## src/rtl/charge_time_unit_defs.vh

```
// register offsets, field positions and reset values for the charge time unit
`ifndef CHARGE_TIME_UNIT_DEFS_VH
`define CHARGE_TIME_UNIT_DEFS_VH
// byte addresses on the apb bus
`define OFF_CURRENT_SOURCE_CONTROL 12'h000
`define OFF_EDGE_CONFIG_AND_FLAGS 12'h004
`define OFF_UNIT_MAIN_CONTROL 12'h008
`define OFF_PERIPH_IRQ_FLAGS 12'h00C
`define OFF_PERIPH_IRQ_ENABLES 12'h010
// current_source_control fields
`define RANGE_LSB 0
`define RANGE_MSB 1
`define TRIM_LSB 2
`define TRIM_MSB 7
// edge_config_and_flags fields
`define CHAN1_FLAG_BIT 0
`define CHAN2_FLAG_BIT 1
`define CHAN1_SEL_LSB 2
`define CHAN1_SEL_MSB 3
`define CHAN1_POL_BIT 4
`define CHAN2_SEL_LSB 5
`define CHAN2_SEL_MSB 6
`define CHAN2_POL_BIT 7
// unit_main_control fields
`define DELAY_MODE_BIT 0
`define DISCHARGE_BIT 1
`define SEQ_EN_BIT 2
`define EDGE_EN_BIT 3
`define UNIT_EN_BIT 7
// interrupt flag and enable position
`define IRQ_BIT 2
// reset values
`define RST_CURRENT_SOURCE_CONTROL 8'h00
`define RST_EDGE_CONFIG_AND_FLAGS 8'h00
`define RST_UNIT_MAIN_CONTROL 8'h00
`define RST_IRQ 1'b0
// edge source codes
`define SRC_PIN_ONE 2'h0
`define SRC_PIN_TWO 2'h1
`define SRC_TIMER 2'h2
`define SRC_COMPARE 2'h3
`endif

```

## src/rtl/charge_time_unit.v

```verilog
// charge time unit control: registers, edge flags, current gate, irq flag
`timescale 1ns/1ps
`include "charge_time_unit_defs.vh"
// Function
// - two-bit current range, zero lowest
// - six-bit signed trim in bits 7:2
// - per-channel two-bit source select fields
// - channels respond to level, not transition
// - polarity bits, reset to negative
// - sequencing: channel two only with or after one
// - hardware sets channel flags on response
// - config matching level sets flag immediately
// - current on when exactly one flag
// - software may write flags directly
// - irq flag set on current off
// - irq request needs flag and enable
// - mode bit, measurement mode by default
// - discharge bit drains the circuit
// - unit enable and edge inputs enable
// - timer and compare triggers as sources
module charge_time_unit (
  // apb slave
  input wire pclk,
  input wire presetn,
  input wire psel,
  input wire penable,
  input wire pwrite,
  input wire [11:0] paddr,
  input wire [31:0] pwdata,
  output wire pready,
  output reg [31:0] prdata,
  output wire pslverr,
  // edge sources
  input wire edge_pin_one,
  input wire edge_pin_two,
  input wire timer_trigger,
  input wire compare_trigger,
  // analog controls
  output reg current_on,
  output reg discharge,
  output reg [1:0] current_range_sel,
  output reg [5:0] current_trim,
  output reg delay_mode_sel,
  output reg unit_enable,
  // interrupt request
  output reg irq
);
  // stored registers
  reg [7:0] icon_q;
  reg [7:0] conl_q;
  reg [7:0] conh_q;
  reg irq_flag_q;
  reg irq_en_q;
  reg cur_prev_q;
  reg chan1_seen_q;

  // bus decode
  wire wr_en;
  wire rd_en;
  wire hit;
  wire wr_icon;
  wire wr_conl;
  wire wr_conh;
  wire wr_irqf;
  wire wr_irqe;

  // edge detection and current gate
  wire act1;
  wire act2;
  wire edges_live;
  wire set1;
  wire set2;
  wire cur_now;
  wire cur_fall;
  wire [7:0] conl_wr;
  wire [7:0] conh_wr;
  reg [7:0] conl_d;
  reg [31:0] prdata_d;

  // true when the bus address names the given register
  function addr_is;
    input [11:0] a;
    input [11:0] off;
    begin
      addr_is = (a == off);
    end
  endfunction

  // an 8-bit register sits in the low byte of its bus word
  function [31:0] byte_word;
    input [7:0] b;
    begin
      byte_word = {24'h000000, b};
    end
  endfunction

  // irq flag and enable share one bit position
  function [31:0] irq_word;
    input f;
    begin
      irq_word = {29'h0000000, f, 2'h0};
    end
  endfunction

  // hardware set wins over a software clear in the same cycle
  function flag_next;
    input sw_val;
    input hw_set;
    begin
      flag_next = sw_val | hw_set;
    end
  endfunction

  // single-cycle access phase, never waits
  assign pready = 1'b1;
  assign wr_en = psel & penable & pwrite;
  // read data is captured at the setup edge, so the access phase never waits
  assign rd_en = psel & ~penable & ~pwrite;
  assign hit = addr_is(paddr, `OFF_CURRENT_SOURCE_CONTROL) |
               addr_is(paddr, `OFF_EDGE_CONFIG_AND_FLAGS) |
               addr_is(paddr, `OFF_UNIT_MAIN_CONTROL) |
               addr_is(paddr, `OFF_PERIPH_IRQ_FLAGS) |
               addr_is(paddr, `OFF_PERIPH_IRQ_ENABLES);
  assign pslverr = psel & penable & ~hit;

  // one write strobe per register, taken in the access phase
  assign wr_icon = wr_en & addr_is(paddr, `OFF_CURRENT_SOURCE_CONTROL);
  assign wr_conl = wr_en & addr_is(paddr, `OFF_EDGE_CONFIG_AND_FLAGS);
  assign wr_conh = wr_en & addr_is(paddr, `OFF_UNIT_MAIN_CONTROL);
  assign wr_irqf = wr_en & addr_is(paddr, `OFF_PERIPH_IRQ_FLAGS);
  assign wr_irqe = wr_en & addr_is(paddr, `OFF_PERIPH_IRQ_ENABLES);

  // channel detectors see the config about to be stored, so a config write
  // that matches the present level sets the flag at once
  assign conl_wr = wr_conl ? pwdata[7:0] : conl_q;
  // bits 6:4 of the main control are not implemented and read zero
  assign conh_wr = {pwdata[7], 3'h0, pwdata[3:0]};

  // channel one
  edge_channel u_chan1 (
    .edge_pin_one(edge_pin_one),
    .edge_pin_two(edge_pin_two),
    .timer_trigger(timer_trigger),
    .compare_trigger(compare_trigger),
    .source_sel(conl_wr[`CHAN1_SEL_MSB:`CHAN1_SEL_LSB]),
    .polarity(conl_wr[`CHAN1_POL_BIT]),
    .active(act1)
  );

  // channel two
  edge_channel u_chan2 (
    .edge_pin_one(edge_pin_one),
    .edge_pin_two(edge_pin_two),
    .timer_trigger(timer_trigger),
    .compare_trigger(compare_trigger),
    .source_sel(conl_wr[`CHAN2_SEL_MSB:`CHAN2_SEL_LSB]),
    .polarity(conl_wr[`CHAN2_POL_BIT]),
    .active(act2)
  );

  // edges blocked unless unit and edge inputs are both enabled
  assign edges_live = conh_q[`UNIT_EN_BIT] & conh_q[`EDGE_EN_BIT];
  assign set1 = edges_live & act1;
  // with sequencing, channel two waits for a channel one event
  assign set2 = edges_live & act2 &
                (~conh_q[`SEQ_EN_BIT] | chan1_seen_q | set1);

  // flag update: software write first, then hardware sets on top
  always @* begin
    conl_d = conl_wr;
    conl_d[`CHAN1_FLAG_BIT] = flag_next(conl_wr[`CHAN1_FLAG_BIT], set1);
    conl_d[`CHAN2_FLAG_BIT] = flag_next(conl_wr[`CHAN2_FLAG_BIT], set2);
  end

  // current gate uses the stored flags; exactly one set
  assign cur_now = conl_q[`CHAN1_FLAG_BIT] ^ conl_q[`CHAN2_FLAG_BIT];
  assign cur_fall = cur_prev_q & ~cur_now;

  // current range and trim, plain read-write
  always @(posedge pclk or negedge presetn) begin
    if (!presetn) begin
      icon_q <= `RST_CURRENT_SOURCE_CONTROL;
    end else if (wr_icon) begin
      icon_q <= pwdata[7:0];
    end
  end

  // main control, unused bits kept at zero
  always @(posedge pclk or negedge presetn) begin
    if (!presetn) begin
      conh_q <= `RST_UNIT_MAIN_CONTROL;
    end else if (wr_conh) begin
      conh_q <= conh_wr;
    end
  end

  // interrupt enable
  always @(posedge pclk or negedge presetn) begin
    if (!presetn) begin
      irq_en_q <= `RST_IRQ;
    end else if (wr_irqe) begin
      irq_en_q <= pwdata[`IRQ_BIT];
    end
  end

  // flags only fall by a write, never by input level
  always @(posedge pclk or negedge presetn) begin
    if (!presetn) begin
      conl_q <= `RST_EDGE_CONFIG_AND_FLAGS;
    end else begin
      conl_q <= conl_d;
    end
  end

  // sequencing memory: channel one seen since flag cleared
  always @(posedge pclk or negedge presetn) begin
    if (!presetn) begin
      chan1_seen_q <= 1'b0;
    end else begin
      chan1_seen_q <= conl_d[`CHAN1_FLAG_BIT];
    end
  end

  // previous gate state for the turn-off detector
  always @(posedge pclk or negedge presetn) begin
    if (!presetn) begin
      cur_prev_q <= 1'b0;
    end else begin
      cur_prev_q <= cur_now;
    end
  end

  // interrupt flag: fall of current sets it, set wins over a write of zero
  always @(posedge pclk or negedge presetn) begin
    if (!presetn) begin
      irq_flag_q <= `RST_IRQ;
    end else if (cur_fall) begin
      irq_flag_q <= 1'b1;
    end else if (wr_irqf) begin
      irq_flag_q <= pwdata[`IRQ_BIT];
    end
  end

  // request registered so it never glitches on bus decode
  always @(posedge pclk or negedge presetn) begin
    if (!presetn) begin
      irq <= 1'b0;
    end else begin
      irq <= irq_flag_q & irq_en_q;
    end
  end

  // current source drive; a disabled unit never charges
  always @(posedge pclk or negedge presetn) begin
    if (!presetn) begin
      current_on <= 1'b0;
    end else begin
      current_on <= cur_now & conh_q[`UNIT_EN_BIT];
    end
  end

  // range and trim copies for the analog source
  always @(posedge pclk or negedge presetn) begin
    if (!presetn) begin
      current_range_sel <= 2'h0;
      current_trim <= 6'h00;
    end else begin
      current_range_sel <= icon_q[`RANGE_MSB:`RANGE_LSB];
      current_trim <= icon_q[`TRIM_MSB:`TRIM_LSB];
    end
  end

  // mode, discharge and enable copies, one cycle behind the register
  always @(posedge pclk or negedge presetn) begin
    if (!presetn) begin
      discharge <= 1'b0;
      delay_mode_sel <= 1'b0;
      unit_enable <= 1'b0;
    end else begin
      discharge <= conh_q[`DISCHARGE_BIT];
      delay_mode_sel <= conh_q[`DELAY_MODE_BIT];
      unit_enable <= conh_q[`UNIT_EN_BIT];
    end
  end

  // read select, unmapped addresses read zero
  always @* begin
    prdata_d = 32'h00000000;
    case (paddr)
      `OFF_CURRENT_SOURCE_CONTROL: prdata_d = byte_word(icon_q);
      `OFF_EDGE_CONFIG_AND_FLAGS: prdata_d = byte_word(conl_q);
      `OFF_UNIT_MAIN_CONTROL: prdata_d = byte_word(conh_q);
      `OFF_PERIPH_IRQ_FLAGS: prdata_d = irq_word(irq_flag_q);
      `OFF_PERIPH_IRQ_ENABLES: prdata_d = irq_word(irq_en_q);
      default: prdata_d = 32'h00000000;
    endcase
  end

  // read data stands from the setup edge until the next read
  always @(posedge pclk or negedge presetn) begin
    if (!presetn) begin
      prdata <= 32'h00000000;
    end else if (rd_en) begin
      prdata <= prdata_d;
    end
  end
endmodule // charge_time_unit

```

## src/rtl/edge_channel.v

```verilog
// one level-sensitive edge channel: source select and polarity
`timescale 1ns/1ps
`include "charge_time_unit_defs.vh"
module edge_channel (
  // selected sources
  input wire edge_pin_one,
  input wire edge_pin_two,
  input wire timer_trigger,
  input wire compare_trigger,
  // configuration
  input wire [1:0] source_sel,
  input wire polarity,
  // qualifying level
  output reg active
);
  reg lvl;
  // pick source, then polarity 0 means low level qualifies
  always @* begin
    case (source_sel)
      `SRC_PIN_ONE: lvl = edge_pin_one;
      `SRC_PIN_TWO: lvl = edge_pin_two;
      `SRC_TIMER: lvl = timer_trigger;
      `SRC_COMPARE: lvl = compare_trigger;
      default: lvl = 1'b0;
    endcase
    active = polarity ? lvl : ~lvl;
  end
endmodule // edge_channel

```

## config.mk

```make
export PLATFORM = sky130hd
export DESIGN_NAME = charge_time_unit
export DESIGN_NICKNAME = d
export VERILOG_FILES = /design/src/rtl/charge_time_unit.v /design/src/rtl/edge_channel.v
export VERILOG_INCLUDE_DIRS = /design/src /design/src/rtl
export SDC_FILE = /design/constraint.sdc
export NUM_CORES = 1
export LEC_CHECK = 0
export BUFFER_PORTS_ARGS = -buffer_cell sky130_fd_sc_hd__buf_2
export CORE_ASPECT_RATIO = 0.9
export CORE_UTILIZATION = 45
export CTS_CLUSTER_DIAMETER = 30
export DETAILED_ROUTE_END_ITERATION = 16
export PLACE_DENSITY_LB_ADDON = 0.25
export SYNTH_ARGS = -nofsm -noshare
export SYNTH_HDL_FRONTEND = slang
export SYNTH_SLANG_ARGS = --single-unit
```

## constraint.sdc

```tcl
create_clock -name pclk -period 3.1 [get_ports pclk]
set_clock_uncertainty 0.1 [all_clocks]
set_input_delay 0.93 -clock pclk [delete_from_list [all_inputs] [get_ports pclk]]
set_output_delay 0.93 -clock pclk [all_outputs]
set_load 0.1 [all_outputs]
```

==> reports/metrics.yaml, run 1 <==
report.final.slew_viol_count: 0
n_antenna_cell: 0
r2r_start: "conl_q[2]"
clock-sinks: 45
vias_per_cell: 4.83
path_clk_slew_ps: 90
detail_route.wirelength_mm: 4.22
number_of_enable_flip_flop_cells_after_synthesis: 0
core_area_sq_mm: 0.00455
layout_setup_ws_ps: -66.6
grt_setup_unrepaired: "true"
synth_cells: 181
post-synth-top-count-cell: "dfrtp_1"
worst-endpoint-arrival_ps: 2140
leakage_nw: 1.36
cts_buffer_depth: 2
clock_tree_root: "clkbuf_8"
worst_hold_path_type: "register to register"
final_layout_size_suffix_gt1_share_pct: 42.6
synth_top_cells_by_count: "45 x dfrtp_1, 25 x buf_4, 20 x mux2_2"
critical_path.endpoint_type: "output pin"
final-hold-violation-count: 0
clk-insertion-delay-late_ps: 290
synth.cell_area_sq_mm: 0.00219
whs_path_depth: 0
period_minus_slack_ps: 3170
synth_flop_cell: "dfrtp_1"
grt_antenna_before_repair: 0
grt_util_all_layers_pct: 18.1
initial_utilization_pct: 48.1
critical_path_class: "primary input to output pin"
fin_area_sq_mm: 0.00263
tritoncts: "built"
drt_iter0_markers: 29
power_dens_cells_mw_per_mm2: 473
first_global_vias: 1436
ys_seq_area_share_pct: 51.5
synthDominantAreaCellType: "dfrtp_1"
whs_endpoint: "current_trim[0]"
worstReg2RegEnd: "conl_q[1]"
global_route.overflow_total: 0
rr_worst_depth: 6
maxClockFrequency_mhz: 316
detail_route.wl_per_cell_um: 13.8
top_level_pins: 100
global_route_wire_length_before_repair_mm: 6.70
yosysWarnings: 0
worstSetupStartpointType: "primary input"
cts_hold_repair.buffers: 0
routed-via-count: 1477
worst-path-max-fanout: 2
synth_top_cell_area_share_pct: 51.5
numCtsBuffers: 5
weighted_congestion_at_the_end_of_routability_driven_global_placement: 0.819
syn_avg_cell_area_sq_um: 12.1
cell_types_with_the_largest_area_share_after_synthesis: "dfrtp_1 51%, mux2_2 10%, buf_4 8.6%"
finalCritPeriodShare_pct: 102
r2r_setup_slack_ps: 1360
dieHeight_um: 68.1
ant_nets: 0
area_after_detailed_placement_sq_mm: 0.00246
synth_cell_types: 39
peak_supply_drop_v: 0.000325
final.setup.tns_ps: -66.6
hold_path.startpoint: "icon_q[2]"
pin_count_of_the_biggest_net_entering_global_routing: 26
crit_start: "paddr[10]"
cp_data_required_time_ps: 2070
port_buffer_cells: 50
row_count: 23
dr.pass1.iters: 4
finalSetupViolCount: 1
synth_async_sr_flop_share_pct: 100
detailedPlace.worstSlack_ps: -232
synthToLayoutAreaGrowth_pct: 20.4
run_status: "finished, violations left"
detail_route.drc_violations: 0
die-area_sq_mm: 0.00514
final_nets: 296
timing.hold.ws_ps: 293
layoutNonFillerInstCount: 306
place.detailed.instances: 295
drv_cap: 0
die_w_um: 75.5
htree_levels: 2
ys_ff_latch: 45
detailedPlacementHpwl_mm: 3.11
violations: "setup timing"
sequential cells by signal, summed over array words and instances (netlist names):
signal / count
conl_q: 8
icon_q: 8
prdata: 8
current_trim: 6
conh_q: 5
current_range_sel: 2
cur_prev_q: 1
current_on: 1
delay_mode_sel: 1
discharge: 1
irq: 1
irq_en_q: 1
irq_flag_q: 1
unit_enable: 1
worst max path at each step:
stage | to | slack, ps
5_1_grt | pslverr | -110
4_1_cts | pslverr | -140
2_1_floorplan | pslverr | -10
3_5_place_dp | pslverr | -230
6_report | pslverr | -70
3_3_place_gp | pslverr | -230
metrics by stage:
stage          utilization (%)  power, W
2_1_floorplan                -  0.000789
3_3_place_gp              54.1  0.000808
3_5_place_dp              54.1  0.000809
4_1_cts                   57.5   0.00126
5_1_grt                   57.9   0.00129
6_report                  57.9   0.00124
layer usage:
layer | vias up | global-route usage, % | share of wire [%]
met5 | - | 0 | 0
met4 | 0 | 6.25 | 1.0
met3 | 5 | 3.68 | 4.7
met2 | 45 | 28.9 | 46
met1 | 712 | 24.6 | 48
li1 | 715 | - | -
cell usage in the layout, fill, tap and decap left out, types with 4 or more instances in the layout:
master,n
clkbuf_8,5
a22oi_1,4
conb_1,25
nor2_1,12
nand2_1,7
dfrtp_1,45
mux2i_1,8
mux2_2,20
a31oi_1,5
o21ai_0,7
buf_4,12
buf_2,48
critical path, stage by stage:
cell     delay, ps
buf_6           90
or4_4          540
nor4_4         290
a21oi_4        100
buf_12         180
final cells by class:
| cell class | instances | area, sq um |
|---|---|---|
| clock inverter | 3 | 46.3 |
| tap | 62 | 77.6 |
| fill | 421 | 1910 |
| timing repair buffer | 62 | 362 |
| clock buffer | 5 | 68.8 |
| inverter | 2 | 7.51 |
| multi-input combinational | 127 | 945 |
| sequential | 45 | 1130 |
timing repair:
item	4_1_cts	5_1_grt
setup endpoints to repair	1	2
pin swaps	4	3
gates resized for setup	5	2
setup buffers	2	1
report_power, final:
| part | leakage, nW | internal (W) | switching (W) |
|---|---|---|---|
| registers | 0.624 | 0.000587 | 0.000000408 |
| logic | 0.681 | 0.0000343 | 0.000180 |
| clock network | 0.0543 | 0.000241 | 0.000201 |
kinds of logic (layout without fill, tap and decap cells):
logic type      after synthesis  after routing  synth area share [%]
flops                        45             45                  51.5
simple gates                 40             40                  11.1
buf+inv                      32             72                  10.8
mux                          31             31                  16.7
compound gates               27             27                  8.01
xor+xnor                      4              4                  1.60
other cells                   2             25                 0.343
Note: power is estimated with default switching activity, not from simulation.
==> run 2, diff against run 1 <==
--- a/config.mk
+++ b/config.mk
@@ -6,12 +6,13 @@
 export SDC_FILE = /design/constraint.sdc
 export NUM_CORES = 1
 export LEC_CHECK = 0
+export ABC_AREA = 1
 export BUFFER_PORTS_ARGS = -buffer_cell sky130_fd_sc_hd__buf_2
 export CORE_ASPECT_RATIO = 0.9
 export CORE_UTILIZATION = 45
 export CTS_CLUSTER_DIAMETER = 30
 export DETAILED_ROUTE_END_ITERATION = 16
-export PLACE_DENSITY_LB_ADDON = 0.25
+export PLACE_DENSITY = 0.8
 export SYNTH_ARGS = -nofsm -noshare
 export SYNTH_HDL_FRONTEND = slang
 export SYNTH_SLANG_ARGS = --single-unit
==> reports/metrics.yaml, run 2 <==
finalSetupViolCount: 0  # was 1
grtUsageMet3_pct: 4.74  # was 3.68%
drt_iter0_markers: 78  # was 29
reg.largest.list: "conl_q x8, icon_q x8, prdata x8"  # unchanged
rr_worst_depth: 8  # was 6
drv_cap: 0  # unchanged
row_count: 23  # unchanged
htree_levels: 2  # unchanged
post-synth-top-count-cell: "nand2_1"  # was dfrtp_1
postCtsSetupRepairBufs: 0  # was 2
worst-path-max-fanout: 3  # was 2
clock-sinks: 45  # unchanged
crit_start: "paddr[9]"  # was paddr[10]
detail_route.wl_per_cell_um: 11.9  # was 13.8 um
run_status: "finished, final reports clean"  # was finished, violations left
fin_area_sq_mm: 0.00265  # was 0.00263 sq mm
die-area_sq_mm: 0.00524  # was 0.00514 sq mm
worst-endpoint-arrival_ps: 1980  # was 2140 ps
numCtsBuffers: 5  # unchanged
detail_route.wirelength_mm: 4.56  # was 4.22 mm
worstReg2RegEnd: "conl_q[1]"  # unchanged
place.detailed.instances: 377  # was 295
r2r_start: "conl_q[5]"  # was conl_q[2]
global_route_wire_length_before_repair_mm: 7.31  # was 6.70 mm
clk-insertion-delay-late_ps: 300  # was 290 ps
dr.pass1.iters: 4  # unchanged
cts_buffer_depth: 2  # unchanged
layoutNonFillerInstCount: 385  # was 306
peak_supply_drop_v: 0.000193  # was 0.000325 V
vias_per_cell: 4.63  # was 4.83
critical_path_class: "primary input to output pin"  # unchanged
clock_tree_root: "clkbuf_8"  # unchanged
leakage_nw: 1.47  # was 1.36 nW
first_global_vias: 1540  # was 1436
synthToLayoutAreaGrowth_pct: 19.0  # was 20.4%
synth_top_family_by_area: "simple AND/OR/NAND/NOR gates"  # was multiplexers
synth_cell_types: 31  # was 39
pin_count_of_the_biggest_net_entering_global_routing: 33  # was 26
syn_avg_cell_area_sq_um: 8.61  # was 12.1 sq um
finalCoreUtilization_pct: 57.6  # was 57.9%
grt_util_all_layers_pct: 18.8  # was 18.1%
synth_top_cell_area_share_pct: 50.5  # was 51.5%
global_route.overflow_total: 0  # unchanged
yosysWarnings: 0  # unchanged
power_dens_cells_mw_per_mm2: 445  # was 473 mW/mm^2
grtUsageMet1_pct: 24.0  # was 24.6%
weighted_congestion_at_the_end_of_routability_driven_global_placement: 0.908  # was 0.819
cts_hold_repair.buffers: 0  # unchanged
final_nets: 375  # was 296
final.setup.tns_ps: 0  # was -66.6 ps
port_buffer_cells: 50  # unchanged
final-hold-violation-count: 0  # unchanged
dieHeight_um: 68.8  # was 68.1 um
grt-busiest-layer: "met2"  # unchanged
final_layout_size_suffix_gt1_share_pct: 26.9  # was 42.6%
timing.hold.ws_ps: 316  # was 293 ps
ys_seq_area_share_pct: 50.5  # was 51.5%
mostFrequentLayoutCell: "nand2_1"  # was buf_2
detail_route.drc_violations: 0  # unchanged
synth.area.mux_share_pct: 1.01  # was 16.7%
ys_ff_latch: 45  # unchanged
synth_cells: 259  # was 181
r2r_setup_slack_ps: 1780  # was 1360 ps
worstSetupStartpointType: "primary input"  # unchanged
synth_compound_area_share_pct: 8.36  # was 8.01%
grt_antenna_before_repair: 0  # unchanged
cp_data_required_time_ps: 2070  # about the same
synth_async_sr_flop_share_pct: 100  # unchanged
cell_types_with_the_largest_area_share_after_synthesis: "dfrtp_1 51%, nand2_1 11%, buf_4 8.4%"  # was dfrtp_1 51%, mux2_2 10%, buf_4 8.6%
initial_utilization_pct: 48.4  # was 48.1%
worst_hold_path_type: "register to register"  # unchanged
core_area_sq_mm: 0.00460  # was 0.00455 sq mm
finalCritPeriodShare_pct: 97.0  # was 102%
synthDominantAreaCellType: "dfrtp_1"  # unchanged
path_clk_slew_ps: 80  # was 90 ps
period_minus_slack_ps: 3010  # was 3170 ps
die_w_um: 76.2  # was 75.5 um
critical_path.endpoint_type: "output pin"  # unchanged
area_after_detailed_placement_sq_mm: 0.00253  # was 0.00246 sq mm
most_frequent_cells_in_the_layout: "66 x nand2_1, 49 x buf_2, 45 x dfrtp_1"  # was 48 x buf_2, 45 x dfrtp_1, 25 x conb_1
synthSimpleGateAreaFrac_pct: 25.4  # was 11.1%
ant_nets: 0  # unchanged
detailedPlacementHpwl_mm: 3.35  # was 3.11 mm
cp-endpoint: "pslverr"  # unchanged
arithmetic_cell_share_of_the_synthesized_area_counting_full_adders_half_adders_and_majority_gates_pct: 0  # unchanged
n_antenna_cell: 0  # unchanged
grtUsageMet2_pct: 31.4  # was 28.9%
yosys.area_share.xor_xnor_pct: 0.393  # was 1.60%
routed-via-count: 1782  # was 1477
report.final.slew_viol_count: 0  # unchanged
synth.cell_area_sq_mm: 0.00223  # was 0.00219 sq mm
tritoncts: "built"  # unchanged
maxClockFrequency_mhz: 333  # was 316 MHz
synth_top_cells_by_count: "67 x nand2_1, 45 x dfrtp_1, 25 x buf_4, 25 x nand3_1, 24 x inv_1"  # was 45 x dfrtp_1, 25 x buf_4, 20 x mux2_2
synth_flop_cell: "dfrtp_1"  # unchanged
number_of_enable_flip_flop_cells_after_synthesis: 0  # unchanged
top_level_pins: 100  # unchanged
-- run 2: cell types whose count changed after synthesis, sizes merged, moves of 8 or more --
| cell | before | now |
|---|---|---|
| inv | 2 | 28 |
| nand3 | 3 | 26 |
| mux2i | 8 | 0 |
| nand2 | 8 | 69 |
| mux2 | 21 | 2 |
| o21ai | 8 | 21 |
-- run 2: area by class of cell --
type,instances,area (sq um)
sequential,45,1130
timing repair buffer,61,348
clock buffer,5,68.8
clock inverter,3,21.3
tap,62,77.6
multi-input combinational,181,907
inverter,28,105
fill,445,1950
-- run 2: timing repair --
item / in CTS / in global routing
endpoints found under the hold margin: 0 / 0
pin swaps: 0 / 5
gates resized for setup: 1 / 8
endpoints found under the setup margin: 1 / 1
-- run 2: worst min path at each step --
stage	startpoint	endpoint	slack (ps)	cells past startpoint
5_1_grt	icon_q[6]	current_trim[4]	330	0
3_3_place_gp	icon_q[5]	current_trim[3]	290	0
2_1_floorplan	icon_q[5]	current_trim[3]	270	0
6_report	icon_q[4]	current_trim[2]	320	0
3_5_place_dp	icon_q[4]	current_trim[2]	300	0
4_1_cts	icon_q[4]	current_trim[2]	310	0
-- run 2: cells by family (layout without fill, tap and decap cells) --
kind of cell	Yosys count	after routing
xor+xnor	1	1
buf+inv	56	97
flops	45	45
mux	2	2
other cells	2	25
simple gates	121	121
compound gates	32	32
-- run 2: critical path, stage by stage --
cell	delay, ps
buf_2	100
nor2_2	100
nand2_2	100
nor4_4	260
nand2_1	130
o2111ai_2	130
nor2_4	60
buf_12	160
-- run 2: power by group --
| group | internal [W] | switching, W |
|---|---|---|
| clock network | 0.000160 | 0.000202 |
| logic | 0.0000301 | 0.000199 |
| registers | 0.000589 | 0.00000131 |
-- run 2: routing by layer --
| layer | vias to the layer above | part of all wire [%] | wire length (um) |
|---|---|---|---|
| met5 | - | 0 | 0 |
| met4 | 0 | 1.3 | 61 |
| met3 | 7 | 5.1 | 234 |
| met2 | 51 | 45 | 2080 |
| met1 | 809 | 48 | 2190 |
| li1 | 915 | - | - |
-- run 2: through the flow --
step	total power [W]	setup WS (ps)
after floorplan	0.000805	63.7
after global placement	0.000826	-45.0
after detailed placement	0.000826	-49.7
after CTS	0.00119	2.30
after global routing	0.00123	-5.70
final	0.00118	94.2
==> run 3, diff against run 2 <==
--- a/config.mk
+++ b/config.mk
@@ -8,11 +8,11 @@
 export LEC_CHECK = 0
 export ABC_AREA = 1
 export BUFFER_PORTS_ARGS = -buffer_cell sky130_fd_sc_hd__buf_2
-export CORE_ASPECT_RATIO = 0.9
-export CORE_UTILIZATION = 45
+export CORE_UTILIZATION = 42
 export CTS_CLUSTER_DIAMETER = 30
 export DETAILED_ROUTE_END_ITERATION = 16
-export PLACE_DENSITY = 0.8
+export PLACE_DENSITY = 0.78
+export REMOVE_ABC_BUFFERS = 1
 export SYNTH_ARGS = -nofsm -noshare
 export SYNTH_HDL_FRONTEND = slang
 export SYNTH_SLANG_ARGS = --single-unit
==> constraint.sdc (replaced) <==
create_clock -name pclk -period 2.51 [get_ports pclk]
set_clock_uncertainty 0.1 [all_clocks]
set_input_delay 0.753 -clock pclk [delete_from_list [all_inputs] [get_ports pclk]]
set_output_delay 0.753 -clock pclk [all_outputs]
set_load 0.1 [all_outputs]
==> reports/metrics.yaml, run 3 (synthesis results as in run 2) <==
most_frequent_cells_in_the_layout: "66 x nand2_1, 45 x dfrtp_1, 44 x buf_2"  # was 66 x nand2_1, 49 x buf_2, 45 x dfrtp_1
die_w_um: 74.9  # was 76.2 um
core_area_sq_mm: 0.00511  # was 0.00460 sq mm
path_clk_slew_ps: 80  # about the same
ant_nets: 0  # unchanged
numCtsBuffers: 5  # unchanged
weighted_congestion_at_the_end_of_routability_driven_global_placement: 0.953  # was 0.908
row_count: 26  # was 23
crit_path_max_incr_delay_ps: 250  # was 260 ps
layout_setup_ws_ps: -117  # was 94.2 ps
critical_path.endpoint_type: "output pin"  # unchanged
clock-sinks: 45  # unchanged
final-hold-violation-count: 0  # unchanged
slowest_stage: "nor4_4"  # unchanged
maxClockFrequency_mhz: 381
global_route_wire_length_before_repair_mm: 8.05  # was 7.31 mm
critical_path_buf_inv_count: 3  # was 2
tritoncts: "built"  # unchanged
area_after_detailed_placement_sq_mm: 0.00263  # was 0.00253 sq mm
routed-via-count: 1904  # was 1782
vias_per_cell: 4.66  # was 4.63
top_level_pins: 100  # unchanged
cts_buffer_depth: 2  # unchanged
cp_data_required_time_ps: 1660  # was 2070 ps
worst_hold_path_type: "register to register"  # unchanged
clock_tree_root: "clkbuf_8"  # unchanged
dieHeight_um: 74.9  # was 68.8 um
finalCritPeriodShare_pct: 105
timing.hold.ws_ps: 311  # was 316 ps
detail_route.drc_violations: 0  # unchanged
worst-endpoint-arrival_ps: 1770  # was 1980 ps
worstSetupStartpointType: "primary input"  # unchanged
leakage_nw: 1.55  # was 1.47 nW
grt_antenna_before_repair: 0  # unchanged
mostFrequentLayoutCell: "nand2_1"  # unchanged
detail_route.wl_per_cell_um: 12.0  # was 11.9 um
layout.filler_cells: 470  # was 445
detail_route.wirelength_mm: 4.89  # was 4.56 mm
drv_cap: 0  # unchanged
run_status: "finished, violations left"  # was finished, final reports clean
crit_path_frequent_cell: "buf_6"
power_dens_cells_mw_per_mm2: 517  # was 445 mW/mm^2
pin_count_of_the_biggest_net_entering_global_routing: 31  # was 33
initial_utilization_pct: 43.7  # was 48.4%
fin_area_sq_mm: 0.00281  # was 0.00265 sq mm
final_nets: 391  # was 375
global_route.overflow_total: 0  # unchanged
timing.max_slew.rel_slack_pct: 55.8
worst-path-max-fanout: 3  # unchanged
report.final.slew_viol_count: 0  # unchanged
final_layout_size_suffix_gt1_share_pct: 29.8  # was 26.9%
violations: "setup timing"
period_minus_slack_ps: 2630
peak_supply_drop_v: 0.000255  # was 0.000193 V
grt_setup_unrepaired: "true"
n_antenna_cell: 0  # unchanged
cp_top_family: "simple AND/OR/NAND/NOR gates"  # unchanged
drt_iter0_markers: 106  # was 78
detailedPlace.worstSlack_ps: -284  # was -49.7 ps
grt_util_all_layers_pct: 19.4  # was 18.8%
synthToLayoutAreaGrowth_pct: 25.9  # was 19.0%
die-area_sq_mm: 0.00560  # was 0.00524 sq mm
reg.largest.list: "conl_q x8, icon_q x8, prdata x8"  # unchanged
finalCoreUtilization_pct: 54.9  # was 57.6%
first_global_vias: 1802  # was 1540
htree_levels: 2  # unchanged
detailedPlacementHpwl_mm: 3.56  # was 3.35 mm
dr.pass1.iters: 4  # unchanged
worst-slew-pin-transition_ps: 663
report.power.total_w: 0.00145  # was 0.00118 W
port_buffer_cells: 50  # unchanged
finalSetupViolCount: 1  # was 0
critical_path_class: "primary input to output pin"  # unchanged
cells_traversed_along_the_worst_timing_path: "buf_6 -> nor2_4 -> inv_2 -> nor4_4 -> nand2_1 -> o2111ai_2 -> nor2_1 -> buf_6"  # was buf_2 -> nor2_2 -> nand2_2 -> nor4_4 -> nand2_1 -> o2111ai_2 -> nor2_4 -> buf_12
clk-insertion-delay-late_ps: 290  # was 300 ps
==> run 3: worst paths after layout <==
kind	from	to	slack [ps]	cells past startpoint
max in group asynchronous	presetn	icon_q[5]	1340	2
min in group asynchronous	presetn	icon_q[7]	390	1
max	paddr[0]	pslverr	-120	8
max reg2reg	conl_q[2]	conl_q[1]	1230	10
min reg2reg	icon_q[6]	current_trim[4]	310	0
min	icon_q[6]	current_trim[4]	310	0
==> run 3: what timing repair did <==
item	4_1_cts	5_1_grt
setup endpoints to repair	1	1
setup buffers	2	1
hold buffers	0	0
pin swaps	8	6
gates resized for setup	12	3
==> run 3: layout make-up <==
class,count,area [sq um],area share [%]
clock inverter,2,10.0,0.357
timing repair buffer,77,490,17.5
multi-input combinational,181,915,32.6
tap,70,87.6,3.12
clock buffer,6,72.6,2.59
inverter,28,105,3.74
sequential,45,1130,40.1
==> run 3: metrics by stage <==
stage               setup TNS [ps]  std cells
floorplan                     -935        254
global placement              -292        398
detailed placement            -316        398
CTS                           -118        408
global route                  -220        409
finish                        -117        409
==> run 3: where the power goes <==
part	internal, W	switching [W]
logic	0.0000458	0.000251
registers	0.000728	0.00000161
clock network	0.000193	0.000232
total	0.000966	0.000485
==> run 3: routing by layer <==
layer | track usage [%] | part of all wire, % | vias to the layer above
met5 | 0 | 0 | -
met4 | 5.03 | 1.5 | 0
met3 | 4.02 | 6.1 | 6
met2 | 32.8 | 49 | 69
met1 | 25.3 | 44 | 883
li1 | - | - | 946
